<file path="src/hdl/regmap_regs.svh">
`ifndef REGMAP_REGS_SVH
`define REGMAP_REGS_SVH

// register word addresses
`define RM_ADDR_VERSION 8'h00
`define RM_ADDR_CHAIN 8'h01
`define RM_ADDR_STAT1 8'h02
`define RM_ADDR_STAT2 8'h03
`define RM_ADDR_STAT3 8'h04
`define RM_ADDR_DIAG_A 8'h05
`define RM_ADDR_DIAG_B 8'h06
`define RM_ADDR_BALSW 8'h12
`define RM_ADDR_DEVCFG1 8'h14
`define RM_ADDR_DEVCFG2 8'h15
`define RM_ADDR_SCANCTL 8'h40

// reserved address ranges
`define RM_USER_TOP 8'h98
`define RM_RSV_A_LO 8'h2C
`define RM_RSV_A_HI 8'h2F
`define RM_RSV_B 8'h46
`define RM_RSV_C_LO 8'h84
`define RM_RSV_C_HI 8'h8B

// storage masks: bits outside a mask are unused and read zero
`define RM_MASK_CHAIN 16'h9FFF
`define RM_MASK_DEVCFG1 16'hFFFF
`define RM_MASK_DEVCFG2 16'hEF00
`define RM_MASK_SCANCTL 16'h000F
`define RM_MASK_BALSW 16'h3FFF

// bit positions
`define RM_BIT_STAT1_PEC 5
`define RM_BIT_STAT1_INTRFC 4
`define RM_BIT_STAT1_DIAG_B 1
`define RM_BIT_STAT1_DIAG_A 0
`define RM_BIT_STAT2_FRAME 7
`define RM_BIT_STAT2_RJCT 0
`define RM_BIT_DIAG_A_BALSW 0
`define RM_BIT_DIAG_B_ADCFS 2
`define RM_BIT_SPARE_BIT 3
`define RM_LSB_SPARE_NIB 8
`define RM_BIT_SCALE_EN 3

// full-scale expectation and scan codes that use the converter
`define RM_ADC_FULLSCALE 12'hFFF
`define RM_SCAN_ADC_MAX 3'h1
`define RM_RESET_WORD 16'h0000

`endif

</file>
<file path="src/hdl/regmap_pkg.sv">
package regmap_pkg;
	// link-side sequencing
	typedef enum logic [1:0] {
		BUS_IDLE = 2'b01,
		BUS_BLOCK = 2'b10
	} bus_state_t;
	// end-of-scan converter check
	typedef enum logic [1:0] {
		CHK_IDLE = 2'b01,
		CHK_CONV = 2'b10
	} chk_state_t;
endpackage

</file>
<file path="src/hdl/register_map_access.sv">
// Notes on behaviour
// - converter end-of-scan check runs only after scan codes 0 or 1 with enable set.
// - the check conversion runs with the converter in bipolar mode.
// - a check result below FFFh sets the full-scale fault flag in diag register B.
// - a switch or trace fault raises one balancing flag, for that cell only.
// - protocol-violating transactions are rejected and reported in status 1; framing errors also in status 2.
// - a rejected transaction gets no reserved-address or bitfield handling.
// - user space is 0x00 to 0x98; listed holes there are reserved.
// - addresses 0x99 to 0xFF are reserved.
// - a clean access to a reserved address raises no interface error.
// - writes to reserved addresses are dropped; reads return zero.
// - block readback returns zero for reserved addresses and skips none.
// - error checks cover all 16 data bits, unused ones included.
// - unused bitfields store nothing and read zero.
// - the spare bit and spare nibble store and read back, with no effect.
// - a write to a busy register is ignored and sets the reject flag.
`include "regmap_regs.svh"

module register_map_access import regmap_pkg::*; #(
	parameter logic [15:0] VERSION_CODE = 16'h1234, // arbitrary value
	parameter int CELLS = 14
) (
	// clock and reset
	input wire logic core_clk,
	input wire logic srst,
	// transaction from the link layer
	input wire logic req_valid,
	input wire logic req_write,
	input wire logic req_block,
	input wire logic [7:0] req_addr,
	input wire logic [7:0] req_count,
	input wire logic [15:0] req_wdata,
	input wire logic req_pec_err,
	input wire logic req_frame_err,
	output logic req_ready,
	// answer to the link layer
	output logic rsp_valid,
	output logic rsp_rejected,
	output logic rsp_last,
	output logic [15:0] rsp_rdata,
	// internal processes
	input wire logic cfg_busy,
	input wire logic scan_done,
	input wire logic open_diag_done,
	input wire logic [CELLS-1:0] odd_hi,
	input wire logic [CELLS-1:0] even_hi,
	// converter check
	output logic adc_check_req,
	output logic adc_bipolar,
	input wire logic adc_result_valid,
	input wire logic [11:0] adc_result
);
	bus_state_t bus_state, next_bus_state;
	chk_state_t chk_state, next_chk_state;
	logic [7:0] blk_addr, next_blk_addr, blk_left, next_blk_left;
	logic [15:0] chain, next_chain;
	logic [15:0] devcfg1, next_devcfg1;
	logic [15:0] devcfg2, next_devcfg2;
	logic [15:0] scanctl, next_scanctl;
	logic [15:0] stat1, next_stat1;
	logic [15:0] stat2, next_stat2;
	logic [15:0] diag_b, next_diag_b;
	logic [CELLS-1:0] balsw_flags, balsw_clr;
	logic next_req_ready, next_rsp_valid, next_rsp_rejected, next_rsp_last;
	logic [15:0] next_rsp_rdata;
	logic next_adc_check_req, next_adc_bipolar, adcfs_set;
	logic [2:0] scan_config_select;
	logic adc_scale_check_enable, take_req, req_err, clean_wr, wr_st2_clr, busy_wr;

	assign scan_config_select = scanctl[2:0];
	assign adc_scale_check_enable = scanctl[`RM_BIT_SCALE_EN];
	assign take_req = req_valid && req_ready;
	assign req_err = req_pec_err || req_frame_err;
	assign clean_wr = take_req && !req_err && req_write && !req_block;
	assign wr_st2_clr = clean_wr && req_addr == `RM_ADDR_STAT2;
	assign busy_wr = clean_wr && cfg_busy && (req_addr == `RM_ADDR_DEVCFG1
		|| req_addr == `RM_ADDR_DEVCFG2 || req_addr == `RM_ADDR_SCANCTL);

	// reserved: holes in user space and everything above it
	function automatic logic is_reserved(input logic [7:0] a);
		is_reserved = (a > `RM_USER_TOP)
			|| (a >= `RM_RSV_A_LO && a <= `RM_RSV_A_HI)
			|| (a == `RM_RSV_B)
			|| (a >= `RM_RSV_C_LO && a <= `RM_RSV_C_HI);
	endfunction

	// read view; unimplemented and reserved words read zero
	function automatic logic [15:0] read_word(input logic [7:0] a);
		logic [15:0] w, st1_view, diag_a_view;
		w = `RM_RESET_WORD;
		st1_view = stat1;
		st1_view[`RM_BIT_STAT1_DIAG_B] = |diag_b;
		diag_a_view = `RM_RESET_WORD;
		diag_a_view[`RM_BIT_DIAG_A_BALSW] = |balsw_flags;
		st1_view[`RM_BIT_STAT1_DIAG_A] = |diag_a_view;
		if (!is_reserved(a)) begin
			case (a)
				`RM_ADDR_VERSION: w = VERSION_CODE;
				`RM_ADDR_CHAIN: w = chain;
				`RM_ADDR_STAT1: w = st1_view;
				`RM_ADDR_STAT2: w = stat2;
				`RM_ADDR_DIAG_A: w = diag_a_view;
				`RM_ADDR_DIAG_B: w = diag_b;
				`RM_ADDR_BALSW: w = 16'(balsw_flags) & `RM_MASK_BALSW;
				`RM_ADDR_DEVCFG1: w = devcfg1;
				`RM_ADDR_DEVCFG2: w = devcfg2;
				`RM_ADDR_SCANCTL: w = scanctl;
				default: w = `RM_RESET_WORD;
			endcase
		end
		return w;
	endfunction

	// one sticky flag per cell, cleared by writing one to its bit
	genvar gi;
	generate
		for (gi = 0; gi < CELLS; gi++) begin : g_cell
			assign balsw_clr[gi] = clean_wr && req_addr == `RM_ADDR_BALSW && req_wdata[gi];
			balsw_cell_flag u_flag (
				.core_clk(core_clk),
				.srst(srst),
				.odd_hi(odd_hi[gi]),
				.even_hi(even_hi[gi]),
				.diag_done(open_diag_done),
				.clr(balsw_clr[gi]),
				.flag(balsw_flags[gi])
			);
		end
	endgenerate

	// end-of-scan converter check sequencing
	always_comb begin
		next_chk_state = chk_state;
		next_adc_check_req = adc_check_req;
		next_adc_bipolar = adc_bipolar;
		adcfs_set = 1'b0;
		case (chk_state)
			CHK_IDLE: begin
				if (scan_done && adc_scale_check_enable
					&& scan_config_select <= `RM_SCAN_ADC_MAX) begin
					next_chk_state = CHK_CONV;
					next_adc_check_req = 1'b1;
					next_adc_bipolar = 1'b1;
				end
			end
			CHK_CONV: begin
				if (adc_result_valid) begin
					adcfs_set = adc_result < `RM_ADC_FULLSCALE;
					next_chk_state = CHK_IDLE;
					next_adc_check_req = 1'b0;
					next_adc_bipolar = 1'b0;
				end
			end
			default: begin
				next_chk_state = CHK_IDLE;
				next_adc_check_req = 1'b0;
				next_adc_bipolar = 1'b0;
			end
		endcase
	end

	always_ff @(posedge core_clk) begin
		if (srst) begin
			chk_state <= CHK_IDLE;
			adc_check_req <= 1'b0;
			adc_bipolar <= 1'b0;
		end else begin
			chk_state <= next_chk_state;
			adc_check_req <= next_adc_check_req;
			adc_bipolar <= next_adc_bipolar;
		end
	end

	// transaction handling; flag sets are applied after clears so a set wins
	always_comb begin
		next_bus_state = bus_state;
		next_blk_addr = blk_addr;
		next_blk_left = blk_left;
		next_chain = chain;
		next_devcfg1 = devcfg1;
		next_devcfg2 = devcfg2;
		next_scanctl = scanctl;
		next_stat1 = stat1;
		next_stat2 = stat2;
		next_diag_b = diag_b;
		next_rsp_valid = 1'b0;
		next_rsp_rejected = 1'b0;
		next_rsp_last = 1'b0;
		next_rsp_rdata = `RM_RESET_WORD;
		case (bus_state)
			BUS_IDLE: begin
				if (take_req) begin
					next_rsp_valid = 1'b1;
					next_rsp_last = 1'b1;
					if (req_err) begin
						next_rsp_rejected = 1'b1;
					end else if (!req_write) begin
						next_rsp_rdata = read_word(req_addr);
						if (req_block && req_count > 8'h01) begin
							next_rsp_last = 1'b0;
							next_bus_state = BUS_BLOCK;
							next_blk_addr = req_addr + 8'h01;
							next_blk_left = req_count - 8'h01;
						end
					end else if (!is_reserved(req_addr)) begin
						case (req_addr)
							`RM_ADDR_CHAIN: next_chain = req_wdata & `RM_MASK_CHAIN;
							`RM_ADDR_STAT1: next_stat1 = stat1 & ~req_wdata;
							`RM_ADDR_STAT2: next_stat2 = stat2 & ~req_wdata;
							`RM_ADDR_DIAG_B: next_diag_b = diag_b & ~req_wdata;
							`RM_ADDR_DEVCFG1, `RM_ADDR_DEVCFG2, `RM_ADDR_SCANCTL: begin
								if (cfg_busy) begin
									next_rsp_rejected = 1'b1;
								end else if (req_addr == `RM_ADDR_DEVCFG1) begin
									next_devcfg1 = req_wdata & `RM_MASK_DEVCFG1;
								end else if (req_addr == `RM_ADDR_DEVCFG2) begin
									next_devcfg2 = req_wdata & `RM_MASK_DEVCFG2;
								end else begin
									next_scanctl = req_wdata & `RM_MASK_SCANCTL;
								end
							end
							default: next_chain = chain;
						endcase
					end
				end
			end
			BUS_BLOCK: begin
				// every address answers in turn, reserved ones with zero
				next_rsp_valid = 1'b1;
				next_rsp_rdata = read_word(blk_addr);
				next_blk_addr = blk_addr + 8'h01;
				next_blk_left = blk_left - 8'h01;
				if (blk_left == 8'h01) begin
					next_rsp_last = 1'b1;
					next_bus_state = BUS_IDLE;
				end
			end
			default: next_bus_state = BUS_IDLE;
		endcase
		// event sets after software clears
		if (take_req && req_pec_err) begin
			next_stat1[`RM_BIT_STAT1_PEC] = 1'b1;
		end
		if (take_req && req_err) begin
			next_stat1[`RM_BIT_STAT1_INTRFC] = 1'b1;
		end
		if (take_req && req_frame_err) begin
			next_stat2[`RM_BIT_STAT2_FRAME] = 1'b1;
		end
		if (busy_wr) begin
			next_stat2[`RM_BIT_STAT2_RJCT] = 1'b1;
		end
		if (adcfs_set) begin
			next_diag_b[`RM_BIT_DIAG_B_ADCFS] = 1'b1;
		end
		next_req_ready = next_bus_state == BUS_IDLE;
	end

	always_ff @(posedge core_clk) begin
		if (srst) begin
			bus_state <= BUS_IDLE;
			blk_addr <= 8'h00;
			blk_left <= 8'h00;
			chain <= `RM_RESET_WORD;
			devcfg1 <= `RM_RESET_WORD;
			devcfg2 <= `RM_RESET_WORD;
			scanctl <= `RM_RESET_WORD;
			stat1 <= `RM_RESET_WORD;
			stat2 <= `RM_RESET_WORD;
			diag_b <= `RM_RESET_WORD;
			req_ready <= 1'b0;
			rsp_valid <= 1'b0;
			rsp_rejected <= 1'b0;
			rsp_last <= 1'b0;
			rsp_rdata <= `RM_RESET_WORD;
		end else begin
			bus_state <= next_bus_state;
			blk_addr <= next_blk_addr;
			blk_left <= next_blk_left;
			chain <= next_chain;
			devcfg1 <= next_devcfg1;
			devcfg2 <= next_devcfg2;
			scanctl <= next_scanctl;
			stat1 <= next_stat1;
			stat2 <= next_stat2;
			diag_b <= next_diag_b;
			req_ready <= next_req_ready;
			rsp_valid <= next_rsp_valid;
			rsp_rejected <= next_rsp_rejected;
			rsp_last <= next_rsp_last;
			rsp_rdata <= next_rsp_rdata;
		end
	end
endmodule

</file>
<file path="src/hdl/balsw_cell_flag.sv">
// one sticky balancing-switch fault flag for a single cell
module balsw_cell_flag (
	// clock and reset
	input wire logic core_clk,
	input wire logic srst,
	// diagnostic results for this cell
	input wire logic odd_hi,
	input wire logic even_hi,
	input wire logic diag_done,
	// software clear and flag
	input wire logic clr,
	output logic flag
);
	logic next_flag;

	// a switch or trace fault reads high in only its own cell, so one flag rises
	always_comb begin
		next_flag = flag & ~clr;
		if (diag_done && (odd_hi || even_hi)) begin
			next_flag = 1'b1; // set wins over clear
		end
	end

	always_ff @(posedge core_clk) begin
		if (srst) begin
			flag <= 1'b0;
		end else begin
			flag <= next_flag;
		end
	end
endmodule

</file>
<file path="config.mk">
export PLATFORM = sky130hd
export DESIGN_NAME = register_map_access
export DESIGN_NICKNAME = d
export VERILOG_FILES = /design/src/hdl/regmap_pkg.sv /design/src/hdl/register_map_access.sv /design/src/hdl/balsw_cell_flag.sv
export VERILOG_INCLUDE_DIRS = /design/src /design/src/hdl
export SDC_FILE = /design/constraint.sdc
export NUM_CORES = 1
export LEC_CHECK = 0
export ABC_CLOCK_PERIOD_IN_PS = 2500
export CORE_MARGIN = 2
export CORE_UTILIZATION = 50
export CTS_CLUSTER_DIAMETER = 40
export DETAILED_ROUTE_END_ITERATION = 8
export DONT_BUFFER_PORTS = 1
export GPL_TIMING_DRIVEN = 0
export PLACE_DENSITY = 0.68
export SYNTH_ARGS = -nofsm -noshare
export SYNTH_HDL_FRONTEND = slang
export SYNTH_SLANG_ARGS = --single-unit
export TNS_END_PERCENT = 20
</file>
<file path="constraint.sdc">
create_clock -name core_clk -period 2.5 [get_ports core_clk]
set_input_delay 0.125 -clock core_clk [delete_from_list [all_inputs] [get_ports core_clk]]
set_output_delay 0.125 -clock core_clk [all_outputs]
set_load 0.005 [all_outputs]
</file>
Yosys cells after proc, flatten, opt, wreduce, memory -nomap -nowiden:

Index checks and enable logic that the tools add are counted.

* add/sub/neg operators: 4
* magnitude comparators: 13
* equal/unequal tests: 42
* multiplexer cells: 82
* bitwise operators: 39
* reductions and logical operators: 111

Operator list (number)
* 16-bit case mux with 10 select lines: 2
* 8-bit two-way mux: 14
* 16-bit two-way mux: 5
* 6-bit AND reduction: 9
* 16-bit AND: 3
* 8-bit by 5-bit == test with 1-bit output, second input constant: 6
* 1-bit logical AND: 45
* 2-bit nonzero test: 21
* 6-bit two-way mux: 6
* 1-bit two-way mux: 34
* 8-bit by 2-bit == test with 1-bit output, second input constant: 4
* 8-bit by 3-bit == test with 1-bit output, second input constant: 4
* 8-bit by 7-bit == test with 1-bit output, second input constant: 4
* 16-bit case mux with 2 select lines: 1
* 8-bit case mux with 2 select lines: 2
* 8-bit by 1-bit == test with 1-bit output, second input constant: 3
* 1-bit logical OR: 23
* 1-bit NOT: 21
* 3-bit two-way mux: 6
* 2-bit != test, second input constant: 9
* 9-bit AND reduction: 2
* 8-bit by 1-bit adder with 8-bit output, second input constant: 2
* 8-bit by 6-bit greater-or-equal comparator with 1-bit output, second input constant: 2
* 8-bit greater-or-equal comparator, second input constant: 2
* other kinds (23): 61

* register bits: 144
* output and inout port bits: 22

Logic depth before layout (Yosys ltp):

* depth in word-level cells: 11
* mapped depth: 13

Hierarchy:

Synthesis repeated with hierarchy kept, for this count alone.

* cells, all modules: 1026
* area, all modules: 8366.8 um^2

Modules (own cells, without submodules)
* register_map_access: times used 1, cells each 970, area each 7753.7 um^2, seq. area each 2542.4 um^2
* balsw_cell_flag: times used 14, cells each 4, area each 43.8 um^2, seq. area each 20.0 um^2

Worst setup path before layout:

No wires, ideal clock.

* kind: reg2reg
* start: register bus_state[0]
* end: register blk_addr[6]
* setup time: 0.074 ns
* arrival time: 2.689 ns
* data required time: 2.426 ns
* setup slack: -0.263 ns
* cell stages (with the launch flop): 13
* buffers on the path: 3
* clock period less this slack: 2.763 ns
* path through: dfxtp_1 inv_1 ha_1 clkbuf_1 clkbuf_1 buf_1 nand2_1 o21ai_0 ha_1 nand4_1 o21a_1 or4_1 a31oi_1

* cells in the longest elaborated chain, start to end: 3
* elaborated cells between the ends (all ways): 9
* classes of those cells: eq/ne (6); mux (1); reduce/logical (2)

Ends and longest elaborated chain
* from (decl): RTL line register_map_access.sv:53 `bus_state_t bus_state, next_bus_state;`
* from (signal assigned): RTL line register_map_access.sv:277 `bus_state <= next_bus_state;`
* 2-bit by 1-bit == test with 1-bit output / 2-bit == test (equally long branches): RTL line register_map_access.sv:190 `case (bus_state)`
* 2-bit != test (no source line) / 2-bit nonzero test (equally long branches)
* 5-bit AND reduction (no source line)
* to (signal assigned): RTL line register_map_access.sv:278 `blk_addr <= next_blk_addr;`
* to (decl): RTL line register_map_access.sv:55 `logic [7:0] blk_addr, next_blk_addr, blk_left, next_blk_left;`

Parallel ways exist; a longest one is shown, timed or not.
A chain may end at the register's enable or synchronous reset.

Worst setup path in the final report:

* start: input port req_addr[7]
* end: register devcfg1[14]

* cells in the longest elaborated chain, start to end: 7
* elaborated cells between the ends (all ways): 17
* classes of those cells: order compare (5); eq/ne (4); bitwise (1); reduce/logical (7)

Ends and longest elaborated chain
* from (decl): RTL line register_map_access.sv:30 `input wire logic [7:0] req_addr,`
* 8-bit by 6-bit greater-or-equal comparator with 1-bit output (no source line) / 8-bit by 6-bit less-or-equal comparator with 1-bit output (equally long branches)
* 1-bit logical AND (no source line)
* 1-bit logical OR (3 in series): RTL line register_map_access.sv:81 `` is_reserved = (a > `RM_USER_TOP) ``
* 1-bit NOT (no source line)
* 8-bit AND reduction (no source line) *
* to (signal assigned): RTL line register_map_access.sv:265 `` devcfg1 <= `RM_RESET_WORD; ``
* to (signal assigned): RTL line register_map_access.sv:281 `devcfg1 <= next_devcfg1;`
* to (decl): RTL line register_map_access.sv:57 `logic [15:0] devcfg1, next_devcfg1;`

Every way passes the cells marked *; elsewhere a longest branch is shown, timed or not.

==> metrics.txt <==
status=finished, violations left; violated checks=hold timing, setup timing; # clock sinks=141; Final Hold Viols=2; Hold Worst Slack=-5.71 ps; Worst Setup SP=req_addr[7]; CTS Buf Count=17; Fillers=about 1400; Seq/Total Area, Yosys=35.2%; dpl hpwl=22300 µm; commonest non-fill, non-tap cell in the layout=dfxtp_1; Slew @ Worst Pin=1360 ps; CP Class=input pin to flop; area grow syn2layout=20.9%; die area=17000 µm²; Die Wd=131 µm; first-pass GRT wire length=47800 µm; Hold Startpoint=req_count[6]; fraction of registers with async set/reset=0%; PnR worst setup slack=-19.5 ps; adder-cell share of the synthesized area=1.09%; Starting Density=50.8%; Final setup viols=3; Routed Antenna Nets=0; number of global-route vias before repair=8166; post-route design area=9680 µm²; post-synthesis compound-gate area fraction=22.3%; flops & latches, synth=141; clock-pin transition on the worst setup and hold timing paths=60 ps; Pwr Density=545 nW/µm²; Max-slew headroom=9.18%; Post-DP Area=roughly 8300 µm²; worst reg2reg setup slack=about 40 ps; reg2reg start=blk_addr[7]$_SDFFE_PP0P_; Yosys warnings=0; prevailing post-synth register cell=dfxtp_1; layout cell share with drive strength beyond 1=10.8%; Synth Area in XOR/XNOR=less than 1%; FMAX=397 MHz; max cap viols=0; CP Capture Type=flop; I/O pins=105; CTS tree=built; Rows=46; Critical Path Fanout Max=10; Peak supply drop=0.524 mV; Worst Hold Class=input pin to flop; gr ovfl total=0; Hold EP=blk_left[6]$_SDFFE_PP0P_; Worst EP arrival=2810 ps; total routed wirelength=about 32000 µm; Die Span Y=131 µm; largest family of logic cells by synthesized area=simple AND/OR/NAND/NOR gates; Bufs on Longest Clock Path=2; Simple-Gate Fraction of Synth Area=between 20% and 30%; initial antenna violation count=0; Clock Latency Late Sink=approximately 440 ps; mux contribution to synthesized area=10.4%; post-route clock period utilization=101%; Lkg Pwr=0.00349 µW; Layout Skew=between 9 and 10 ps; port bufs=0; net count after synthesis=around 1100; routability cong.=slightly above 1; Final nets=1146; largest net degree at the start of global routing=20; average size of a mapped cell=8.18 µm²; Post-Route Utilization=between 60% and 70%; Ant. Diodes=0; cells after synthesis=979; Post-synth EDFFs=0; via count=between 8000 and 9000; R2R depth=8; commonest non-fill, non-tap cells in the layout=dfxtp_1, a21oi_1, nor2_1, mux2i_1, nand2_1; H-tree levels=4; CP startpoint kind=input pin; Hold Path Stages=3; CTS Root Cell=clkbuf_16; Final Power=5280 µW; Synth cell types=75; Tmin final=2520 ps; Final Slew Violations=0; DRC=0; non-filler cells, final=1284; global-route usage over all layers=38.0%; RSZ-0062 raised after global routing=yes; post-DR vias/cell=6.69; Critical Path RT=2790 ps; Iteration-0 DRC Markers=approximately 1300; Post-Syn Area=8010 µm²; Worst R2R End=rsp_rdata[10]$_SDFF_PP0_; Core Box Area=15800 µm²; cell count after placement=1196; routed len/inst=24.9 µm; Initial DRT Pass Iterations=6
-- Yosys cell counts (5+ instances only) --
cell type,n,area [µm²]
and3_1,5,31.3
inv_1,20,75.1
ha_1,7,87.6
or3_1,7,43.8
nor3b_1,5,37.5
a221oi_1,14,123
clkbuf_1,48,180
nand4_1,14,87.6
o2bb2ai_1,9,78.8
buf_2,12,60.1
nand3_1,24,120
a31oi_1,7,43.8
buf_1,7,26.3
nor3_1,31,155
a211oi_1,21,158
nor4_1,20,125
dfxtp_1,141,2820
nor2b_1,14,87.6
a22oi_1,5,37.5
a21oi_1,85,425
nor4b_1,7,61.3
a32oi_1,5,43.8
nor2_1,80,300
or4_1,8,60.1
mux2i_1,80,801
nand2b_1,52,325
o22ai_1,25,156
a22o_1,10,87.6
nand2_1,79,297
o21ai_0,43,215
-- layout make-up --
class                           instances  area [µm²]  share of cell area (%)
Multi-Input combinational cell        746        5010                    51.7
Sequential cell                       141        2830                    29.2
Timing Repair Buffer                   62         601                    6.20
Clock buffer                           18         439                    4.54
Buffer                                 68         357                    3.68
Tap cell                              216         270                    2.79
Clock inverter                         13         108                    1.11
Inverter                               20        75.1                   0.775
-- kinds of logic after synthesis --
group	Yosys count
flip-flops	141
XOR/XNOR	6
multiplexers	83
AO/OA/AOI/OAI	270
buffers and inverters	92
AND/OR/NAND/NOR	380
adder cells (fa/ha/maj)	7
-- report_power, final --
group / leakage (µW) / internal (µW) / switching [µW]
logic: 0.00208 / 211 / 334
registers: 0.00114 / 2290 / 53.9
clock network: 0.000269 / 1310 / 1080
-- metal layers --
metal	GRT usage (%)	part of all wire, %	wire length (µm)
met3	11.9	11	3540
met4	19.8	5.3	1680
met2	57.6	44	14200
met1	48.6	39	12500
met5	0	0.085	27
-- metrics by stage --
stage / hold slack, ps / worst slack (ps) / setup TNS [ps]
3_3_place_gp: 214 / -1230 / -50800
5_1_grt: 6.37 / -53.1 / -219
3_5_place_dp: 217 / -862 / -38250
4_1_cts: 2.27 / -26.3 / -36.0
2_1_floorplan: 213 / 34.7 / 0
6_report: -5.71 / -19.5 / -31.0
-- worst max path at each step --
stage	end	slack [ps]
after floorplan	blk_addr[6]$_SDFFE_PP0P_	30
after global placement	stat2[12]$_SDFFE_PP0P_	-1230
after detailed placement	rsp_rdata[5]$_SDFF_PP0_	-860
after CTS	rsp_rdata[5]$_SDFF_PP0_	-30
after global routing	blk_addr[6]$_SDFFE_PP0P_	-50
final	devcfg1[14]$_SDFFE_PP0P_	-20
-- state kept, by name, indices dropped and copies added (netlist names), 14 cells and up --
signal / cells
g_cell.u_flag.flag: 14
diag_b: 16
rsp_rdata: 16
chain: 14
devcfg1: 16
stat1: 14
stat2: 16
-- worst max-delay path, cell delays in order --
cell	delay, ps
dlygate4sd3_1	550
buf_6	150
or4b_4	520
buf_6	150
nor3b_1	220
nand4_2	440
buf_4	410
mux2i_1	180
nor2_1	50
-- repair_timing --
| action | CTS | global route |
|---|---|---|
| gates resized for setup | 33 | 28 |
| setup buffers | 3 | 4 |
| gates cloned | 0 | 0 |
| pin swaps | 2 | 4 |
| hold endpoints to repair | 107 | 0 |
| hold buffers | 54 | 0 |
| setup endpoints to repair | 95 | 89 |
(Power assumes the default switching activity.)
